**config.mk**
```make
export PLATFORM = sky130hd
export DESIGN_NAME = sfpi_core
export DESIGN_NICKNAME = d
export VERILOG_FILES = /design/src/pkg/sfpi_pkg.sv /design/src/verilog/sfpi_core.sv /design/src/verilog/sfpi_sync.sv
export SDC_FILE = /design/constraint.sdc
export NUM_CORES = 1
export LEC_CHECK = 0
export ABC_AREA = 1
export BUFFER_PORTS_ARGS = -buffer_cell sky130_fd_sc_hd__buf_4
export CORE_MARGIN = 4
export CORE_UTILIZATION = 55
export CTS_BUF_LIST = sky130_fd_sc_hd__clkbuf_2
export DETAILED_ROUTE_END_ITERATION = 6
export PLACE_DENSITY = 0.77
export SYNTH_ARGS = -nofsm -noshare
export SYNTH_HDL_FRONTEND = slang
export SYNTH_HIERARCHICAL = 1
export SYNTH_SLANG_ARGS = --single-unit
```
**constraint.sdc**
```tcl
create_clock -name clk -period 2.3 [get_ports clk]
set_clock_uncertainty 0.1 [all_clocks]
set_input_delay 0.115 -clock clk [delete_from_list [all_inputs] [get_ports clk]]
set_output_delay 0.115 -clock clk [all_outputs]
set_load 0.005 [all_outputs]
```
**src/pkg/sfpi_pkg.sv**
```systemverilog
// shared constants, enums and carriers for the serial flash pin interface
package sfpi_pkg;

	// ----------------------------------------------------------------
	// timing
	// ----------------------------------------------------------------
	localparam int CLK_MHZ = 125;
	localparam int RESET_MIN_NS = 1000;
	// least time, rounded up to whole clock cycles
	localparam int RESET_MIN_CYC = (RESET_MIN_NS * CLK_MHZ + 999) / 1000;

	// ----------------------------------------------------------------
	// widths and field layout
	// ----------------------------------------------------------------
	localparam int BYTE_W = 8;
	localparam int LANE_N = 4;
	localparam int CNT_W = 3;
	localparam int PIN_W = 7;
	localparam logic [LANE_N-1:0] OE_ALL_OFF = 4'hF;
	localparam logic [LANE_N-1:0] OE_SINGLE = 4'hD;
	localparam logic [LANE_N-1:0] OE_DUAL = 4'hC;
	localparam logic [LANE_N-1:0] OE_QUAD = 4'h0;
	// pin idle levels: select high, reset high, clock low, lanes high
	localparam logic [PIN_W-1:0] PIN_IDLE = 7'h6F;

	// ----------------------------------------------------------------
	// types
	// ----------------------------------------------------------------
	typedef enum logic [1:0] {SFPI_SINGLE, SFPI_DUAL, SFPI_QUAD} sfpi_mode_e;
	typedef enum logic [1:0] {ST_WAIT, ST_ACTIVE, ST_PAUSED} sfpi_state_e;

	typedef struct packed {
		logic cs_n;
		logic hw_rst_n;
		logic sclk;
		logic [LANE_N-1:0] lane;
	} sfpi_pins_s;

	typedef struct packed {
		logic valid;
		logic first;
		logic [BYTE_W-1:0] data;
	} sfpi_rx_s;

endpackage

```
**src/verilog/sfpi_core.sv**
```systemverilog
// serial flash pin interface: framing, lane capture and launch, pause and pin reset
//
// Summary of operation
// select high floats every data lane
// select low: take instructions, return data
// ignore all until first select falling edge
// select rising never aborts internal cycles
// single lane: sample serial_in on rising clock
// single lane: change output on falling clock
// multi lane: sample rising, drive falling
// single and dual use lanes zero, one
// quad transfers need quad_enable_bit set
// quad enable turns pins into lanes two, three
// pause or reset on lane three not quad
// dedicated reset always honoured; high is inactive
// pause floats output, ignores clock and input
// reset low one microsecond returns power-on state
// bus modes zero and three, same edges
// select rising discards partial bits and counters
`timescale 1ns/1ps
module sfpi_core
	import sfpi_pkg::*;
#(
	parameter int RESET_MIN_CYCLES = sfpi_pkg::RESET_MIN_CYC,
	parameter bit LANE3_IS_RESET = 1'b0
) (
	input wire logic clk, // system clock, 125 MHz
	input wire logic reset, // synchronous, active high
	input wire logic pin_cs_n, // chip select pin, active low
	input wire logic pin_sclk, // serial clock pin from host
	input wire logic pin_hw_rst_n, // dedicated reset pin, active low
	input wire logic [sfpi_pkg::LANE_N-1:0] data_lane_in, // lane pin levels, bit 0 is serial_in
	output logic [sfpi_pkg::LANE_N-1:0] data_lane_out, // lane drive values
	output logic [sfpi_pkg::LANE_N-1:0] data_lane_oe_n, // lane enables, low drives
	input wire logic quad_enable_bit, // stored quad enable setting
	input wire sfpi_pkg::sfpi_mode_e xfer_mode, // lane count of current phase
	input wire logic xfer_dir_out, // high while device returns data
	input wire logic [sfpi_pkg::BYTE_W-1:0] tx_data, // next byte to send
	output logic tx_take, // pulse: tx_data consumed
	output sfpi_pkg::sfpi_rx_s rx, // received byte, pulse valid
	output logic selected, // frame in progress
	output logic paused, // pause held by lane three
	output logic quad_refused, // quad phase blocked this frame
	output logic hw_abort // pulse: abort internal cycle
);
	import sfpi_pkg::*;

	localparam int RCW = $clog2(RESET_MIN_CYCLES + 1);
	localparam logic [RCW-1:0] RST_LAST = RCW'(RESET_MIN_CYCLES - 1);
	localparam logic [RCW-1:0] RST_DONE = RCW'(RESET_MIN_CYCLES);

	if (RESET_MIN_CYCLES < 1)
	begin : g_chk
		$error("sfpi_core: RESET_MIN_CYCLES must be at least 1");
	end

	// ----------------------------------------------------------------
	// pin synchronisers and edge detection
	// ----------------------------------------------------------------
	sfpi_pins_s pins_raw;
	sfpi_pins_s pins;
	logic sclk_q;
	logic cs_n_q;
	logic sclk_rise;
	logic sclk_fall;
	logic cs_fall;

	assign pins_raw = '{cs_n: pin_cs_n, hw_rst_n: pin_hw_rst_n, sclk: pin_sclk,
		lane: data_lane_in};

	sfpi_sync #(
		.WIDTH(PIN_W),
		.INIT(PIN_IDLE)
	) u_sync (
		.clk(clk),
		.reset(reset),
		.d(pins_raw),
		.q(pins)
	);

	// delayed copies for edges
	always_ff @(posedge clk)
	begin
		if (reset)
		begin
			sclk_q <= 1'b0;
			cs_n_q <= 1'b1;
		end
		else
		begin
			sclk_q <= pins.sclk;
			cs_n_q <= pins.cs_n;
		end
	end

	// edges alone matter, idle level ignored
	assign sclk_rise = pins.sclk & ~sclk_q;
	assign sclk_fall = ~pins.sclk & sclk_q;
	assign cs_fall = ~pins.cs_n & cs_n_q;

	// ----------------------------------------------------------------
	// lane three role, pause and reset qualification
	// ----------------------------------------------------------------
	logic lane3_ctrl;
	logic hold_req;
	logic rst_low;
	logic rst_hold;
	logic [RCW-1:0] rst_cnt_q;

	// lane three is control only without quad
	assign lane3_ctrl = ~quad_enable_bit;
	assign hold_req = lane3_ctrl & ~LANE3_IS_RESET & ~pins.lane[3];
	// dedicated pin acts in every state
	assign rst_low = ~pins.hw_rst_n | (lane3_ctrl & LANE3_IS_RESET & ~pins.lane[3]);
	assign rst_hold = (rst_cnt_q == RST_DONE);

	// low time counted before acting
	always_ff @(posedge clk)
	begin
		if (reset || !rst_low)
			rst_cnt_q <= '0;
		else if (!rst_hold)
			rst_cnt_q <= rst_cnt_q + RCW'(1);
	end

	// one abort pulse when low time met
	always_ff @(posedge clk)
	begin
		if (reset)
			hw_abort <= 1'b0;
		else
			hw_abort <= rst_low && (rst_cnt_q == RST_LAST);
	end

	// ----------------------------------------------------------------
	// frame state
	// ----------------------------------------------------------------
	sfpi_state_e state_q;
	logic active;
	logic refused;
	logic shift_ok;

	// frame opens only on a select falling edge
	always_ff @(posedge clk)
	begin
		if (reset || rst_hold)
			state_q <= ST_WAIT;
		else
		begin
			unique case (state_q)
				ST_WAIT: if (cs_fall) state_q <= ST_ACTIVE;
				ST_ACTIVE:
				begin
					if (pins.cs_n)
						state_q <= ST_WAIT;
					else if (hold_req)
						state_q <= ST_PAUSED;
				end
				ST_PAUSED:
				begin
					if (pins.cs_n)
						state_q <= ST_WAIT;
					else if (!hold_req)
						state_q <= ST_ACTIVE;
				end
				default: state_q <= ST_WAIT;
			endcase
		end
	end

	assign active = (state_q == ST_ACTIVE);
	// quad phase refused without quad enable
	assign refused = (xfer_mode == SFPI_QUAD) && !quad_enable_bit;
	// no clock edge acts while paused
	assign shift_ok = active && !refused && !hold_req && !pins.cs_n;

	// status levels seen by the array logic
	always_ff @(posedge clk)
	begin
		if (reset)
		begin
			selected <= 1'b0;
			paused <= 1'b0;
			quad_refused <= 1'b0;
		end
		else
		begin
			selected <= (state_q != ST_WAIT) && !pins.cs_n && !rst_hold;
			paused <= (state_q == ST_PAUSED);
			if (active && refused && (sclk_rise || sclk_fall))
				quad_refused <= 1'b1;
			else if (state_q == ST_WAIT)
				quad_refused <= 1'b0;
		end
	end

	// deselect drives no abort, hw_abort comes from reset only

	// ----------------------------------------------------------------
	// receive path
	// ----------------------------------------------------------------
	logic [BYTE_W-1:0] rx_sh_q;
	logic [BYTE_W-1:0] rx_nxt;
	logic [CNT_W-1:0] rx_cnt_q;
	logic [CNT_W:0] rx_sum;
	logic [CNT_W:0] step;
	logic rx_first_q;

	// bits moved per clock edge
	always_comb
	begin
		unique case (xfer_mode)
			SFPI_DUAL: step = 4'h2;
			SFPI_QUAD: step = 4'h4;
			default: step = 4'h1;
		endcase
	end

	// lanes gathered msb first per mode
	always_comb
	begin
		unique case (xfer_mode)
			SFPI_DUAL: rx_nxt = {rx_sh_q[5:0], pins.lane[1:0]};
			SFPI_QUAD: rx_nxt = {rx_sh_q[3:0], pins.lane};
			default: rx_nxt = {rx_sh_q[6:0], pins.lane[0]};
		endcase
	end

	assign rx_sum = {1'b0, rx_cnt_q} + step;

	// capture on rising clock; cleared between frames
	always_ff @(posedge clk)
	begin
		if (reset || state_q == ST_WAIT)
		begin
			rx_sh_q <= '0;
			rx_cnt_q <= '0;
			rx_first_q <= 1'b1;
			rx <= '0;
		end
		else
		begin
			rx.valid <= 1'b0;
			if (shift_ok && sclk_rise && !xfer_dir_out)
			begin
				rx_sh_q <= rx_nxt;
				rx_cnt_q <= rx_sum[CNT_W-1:0];
				if (rx_sum[CNT_W])
				begin
					rx <= '{valid: 1'b1, first: rx_first_q, data: rx_nxt};
					rx_first_q <= 1'b0;
				end
			end
		end
	end

	// ----------------------------------------------------------------
	// transmit path
	// ----------------------------------------------------------------
	logic [BYTE_W-1:0] tx_sh_q;
	logic [BYTE_W-1:0] tx_word;
	logic [CNT_W-1:0] tx_cnt_q;
	logic [CNT_W:0] tx_sum;
	logic launch;
	logic float_all;

	assign tx_word = (tx_cnt_q == '0) ? tx_data : tx_sh_q;
	assign tx_sum = {1'b0, tx_cnt_q} + step;
	// launch only on falling clock
	assign launch = shift_ok && sclk_fall && xfer_dir_out;
	// float when deselected, paused or not sending
	assign float_all = !active || pins.cs_n || hold_req || rst_hold || !xfer_dir_out
		|| refused;

	// shifter and count cleared between frames
	always_ff @(posedge clk)
	begin
		if (reset || state_q == ST_WAIT)
		begin
			tx_sh_q <= '0;
			tx_cnt_q <= '0;
			tx_take <= 1'b0;
		end
		else
		begin
			tx_take <= launch && (tx_cnt_q == '0);
			if (launch)
			begin
				tx_sh_q <= BYTE_W'(tx_word << step);
				tx_cnt_q <= tx_sum[CNT_W-1:0];
			end
		end
	end

	// lane values and enables per mode
	always_ff @(posedge clk)
	begin
		if (reset)
		begin
			data_lane_out <= '0;
			data_lane_oe_n <= OE_ALL_OFF;
		end
		else if (float_all)
			data_lane_oe_n <= OE_ALL_OFF;
		else if (launch)
		begin
			unique case (xfer_mode)
				SFPI_DUAL:
				begin
					data_lane_out <= {2'b00, tx_word[7:6]};
					data_lane_oe_n <= OE_DUAL;
				end
				SFPI_QUAD:
				begin
					data_lane_out <= tx_word[7:4];
					data_lane_oe_n <= OE_QUAD;
				end
				default:
				begin
					data_lane_out <= {2'b00, tx_word[7], 1'b0};
					data_lane_oe_n <= OE_SINGLE;
				end
			endcase
		end
	end
endmodule

```
**src/verilog/sfpi_sync.sv**
```systemverilog
// two-flop synchroniser for a group of pin inputs
`timescale 1ns/1ps
module sfpi_sync #(
	parameter int WIDTH = 1,
	parameter logic [WIDTH-1:0] INIT = '0
) (
	input wire logic clk, // system clock
	input wire logic reset, // synchronous, active high
	input wire logic [WIDTH-1:0] d, // asynchronous pin levels
	output logic [WIDTH-1:0] q // levels safe to use in clk domain
);
	logic [WIDTH-1:0] meta_q;

	if (WIDTH < 1)
	begin : g_chk
		$error("sfpi_sync: WIDTH must be at least 1");
	end

	// first stage feeds only the second stage
	always_ff @(posedge clk)
	begin
		if (reset)
		begin
			meta_q <= INIT;
			q <= INIT;
		end
		else
		begin
			meta_q <= d;
			q <= meta_q;
		end
	end
endmodule
```
==> flow_summary.yaml <==
synth:
  avgSynthCellArea_um2: 7.645
  yosys.area_share.simple_pct: 25.04
  synthCells: 419
  synth_edf_count: 0
  ys_async_sr_fraction_pct: 0
  synth_cell_types: 40
  synth_xor_xnor_area_share_pct: 1.367
  yosysSeqAreaShare_pct: 43.13
  ys_seq_elements: 69
  yosysTopAreaCellShare_pct: 43.13
  synthTopCellsByArea: "dfxtp_1, nand2_1, inv_1"
  muxShareOfSynthArea_pct: 0
  synth_area_um2: 3203
  synth-adder-area-share_pct: 5.938
  synth_compound_area_share_pct: 14.14
  yosys.area.top_type: "dfxtp_1"
  synthFlopType: "dfxtp_1"
  yosysWarningCount: 6
  synth_top_family_by_area: "simple AND/OR/NAND/NOR gates"
  syn_nets: 454
critical_path:
  r2r_cells: 7
  cp-start-kind: "register"
  cp_max_fo: 13
  regToRegSetupSlack_ps: 510
  end_kind: "register"
  arrival_ps: 2050
  critPathRequiredTime_ps: 2560
  worstSetupPathType: "reg2reg"
sta:
  relSlewSlack_pct: 67.72
  period_share_pct: 77.68
  holdWs_ps: 76.45
  hold_viol_final: 0
  timing.setup.tns_ps: 0
  finalMaxSlewViolations: 0
  setup_violations: 0
  fmax_mhz: 559.7
  rsz0062_at_grt: "no"
  worst_slack_ps: 513.3
  period_needed_ps: 1787
  worstMarginPinSlew_ps: 483.6
die:
  die-area_um2: 7109
  core_um2: 5574
  start_util_pct: 57.46
  die_x_um: 84.32
  rows: 27
  io_pins: 44
  fp.dieH_um: 84.32
pwr:
  p_int_uw: 1464
  clkPwrFrac_pct: 26.4
  pwr-share-seq_pct: 59.7
  totalPowerFinal_uw: 2063
  switching_share_pct: 29.00
  p_leak_uw: 0.001688
  vdd_drop_max_mv: 0.5807
  power_density_nw_per_um2: 540.3
  power.share.combinational_pct: 13.8
  p_switching_uw: 598.2
clock_network:
  clk_latency_ps: 470
  htree_levels: 3
  cts_max_path_buffers: 2
  post_cts_buffers: 0
  clock_sinks: 69
  cts-root-buf: "clkbuf_2"
  cts_tree: "built"
  cts_made_buffers: 9
  path_clk_slew_ps: 190
route:
  ant_nets: 0
  drt-total-wl_mm: 7.165
  drt_iter0_markers: 180
  num_vias: 2879
  drc: 0
  dr.pass1.iters: 4
  wire_per_inst_um: 12.86
  via_per_inst: 5.169
layout:
  final_cell_mix: "nand2_1, dfxtp_1, inv_1"
  final_cells: 557
  drive_gt1_share_pct: 17.53
  fillers: 485
  final_common_cell: "nand2_1"
  synthToLayoutAreaGrowth_pct: 19.18
  multiInputGateArea_um2: 1489
  regArea_um2: 1381
  nets: 516
  diodes: 0
run_status:
  outcome: "completed"
hold_path:
  hp-class: "in2reg"
  hold_depth: 6
global_route:
  antenna_found_initial: 0
  grt_max_degree: 22
  grtUsageMet1_pct: 24.95
  grtUsageMet2_pct: 37.95
  grt_pass1_vias: 2786
  grt-ovfl-total: 0
  busiest_layer: "met2"
  grt_pass1_wl_mm: 12.38
  grt_use_met3_pct: 5.299
  grt_usage_pct: 21.42
placement:
  place_ws_ps: 182.9
  dp.cells: 525
  gp_congestion: 0.9298
  place_hpwl_mm: 5.120
  port_buffers: 43
flow_run:
  cap_viol_max_count: 0
repair_timing:
item / CTS / global route
gates resized for setup: 0 / 0
hold buffers: 17 / 0
hold endpoints to repair: 41 / 0
layer usage:
layer / up-vias / wire [um]
met1: 1331 / 3170
met4: 0 / 114
met3: 9 / 314
li1: 1473 / -
met5: - / 0
met2: 66 / 3566
synth_stat cells (5+ instances only):
master	n
o21ai_0	15
o21ai_1	12
ha_1	12
o221ai_1	5
nand2_1	81
nor3_1	6
nand3_1	31
a21oi_1	34
inv_2	11
nor2_1	34
inv_1	57
dfxtp_1	69
cell type report:
class                   instances  area share (%)
clock buffers                  10           1.311
clock inverters                 5          0.7539
inverters                      68           6.686
multi-input cells             269           39.00
flip-flops and latches         69           36.18
well taps                      72           2.360
repair buffers                 64           13.70
final timing paths:
path,start,to
setup / recovery,rx_cnt_q[2],rx[7]
hold / removal,tx_data[7],data_lane_out[1]
setup reg to reg,rx_cnt_q[2],rx[7]
hold reg to reg,u_sync/meta_q[6],u_sync/q[6]
worst max-delay path: stages (launching register included):
cell,delay (ps)
dfxtp_1,360
ha_1,340
nand2_1,70
nor2_1,30
a211oi_1,320
nor2_2,200
o21ai_0,180
a21oi_1,60
cells by family (layout without fill, tap and decap cells):
logic type / after synthesis / after routing
and+or+nand+nor: 171 / 171
xor gates and xnor gates: 5 / 5
AOI/OAI and AO/OA: 79 / 79
buffers and inverters: 81 / 147
adders and majority gates: 14 / 14
DFF: 69 / 69
state kept, by name (all words and copies together), names as in the netlist, 2 cells and up:
register	flops
rx_cnt_q	3
rx_sh_q	7
state_q	2
rst_cnt_q	7
u_sync/meta_q	7
rx	10
data_lane_out	4
tx_sh_q	8
tx_cnt_q	3
u_sync/q	7
data_lane_oe_n	3
per-stage QoR:
| stage | area, um2 | utilization (%) |
|---|---|---|
| 2_1_floorplan | 3203 | - |
| 3_3_place_gp | 3568 | 64.02 |
| 3_5_place_dp | 3568 | 64.02 |
| 4_1_cts | 3817 | 68.48 |
| 5_1_grt | 3817 | 68.48 |
| 6_report | 3817 | 68.48 |
power groups by stage:
stage	logic [uW]	clock network, uW	registers, uW
final	285	545	1230
after global routing	319	619	1240
after CTS	281	558	1230
after detailed placement	257	0	1260
after global placement	252	0	1260
after floorplan	180	0	1250
Note: power is estimated with default switching activity, not from simulation.
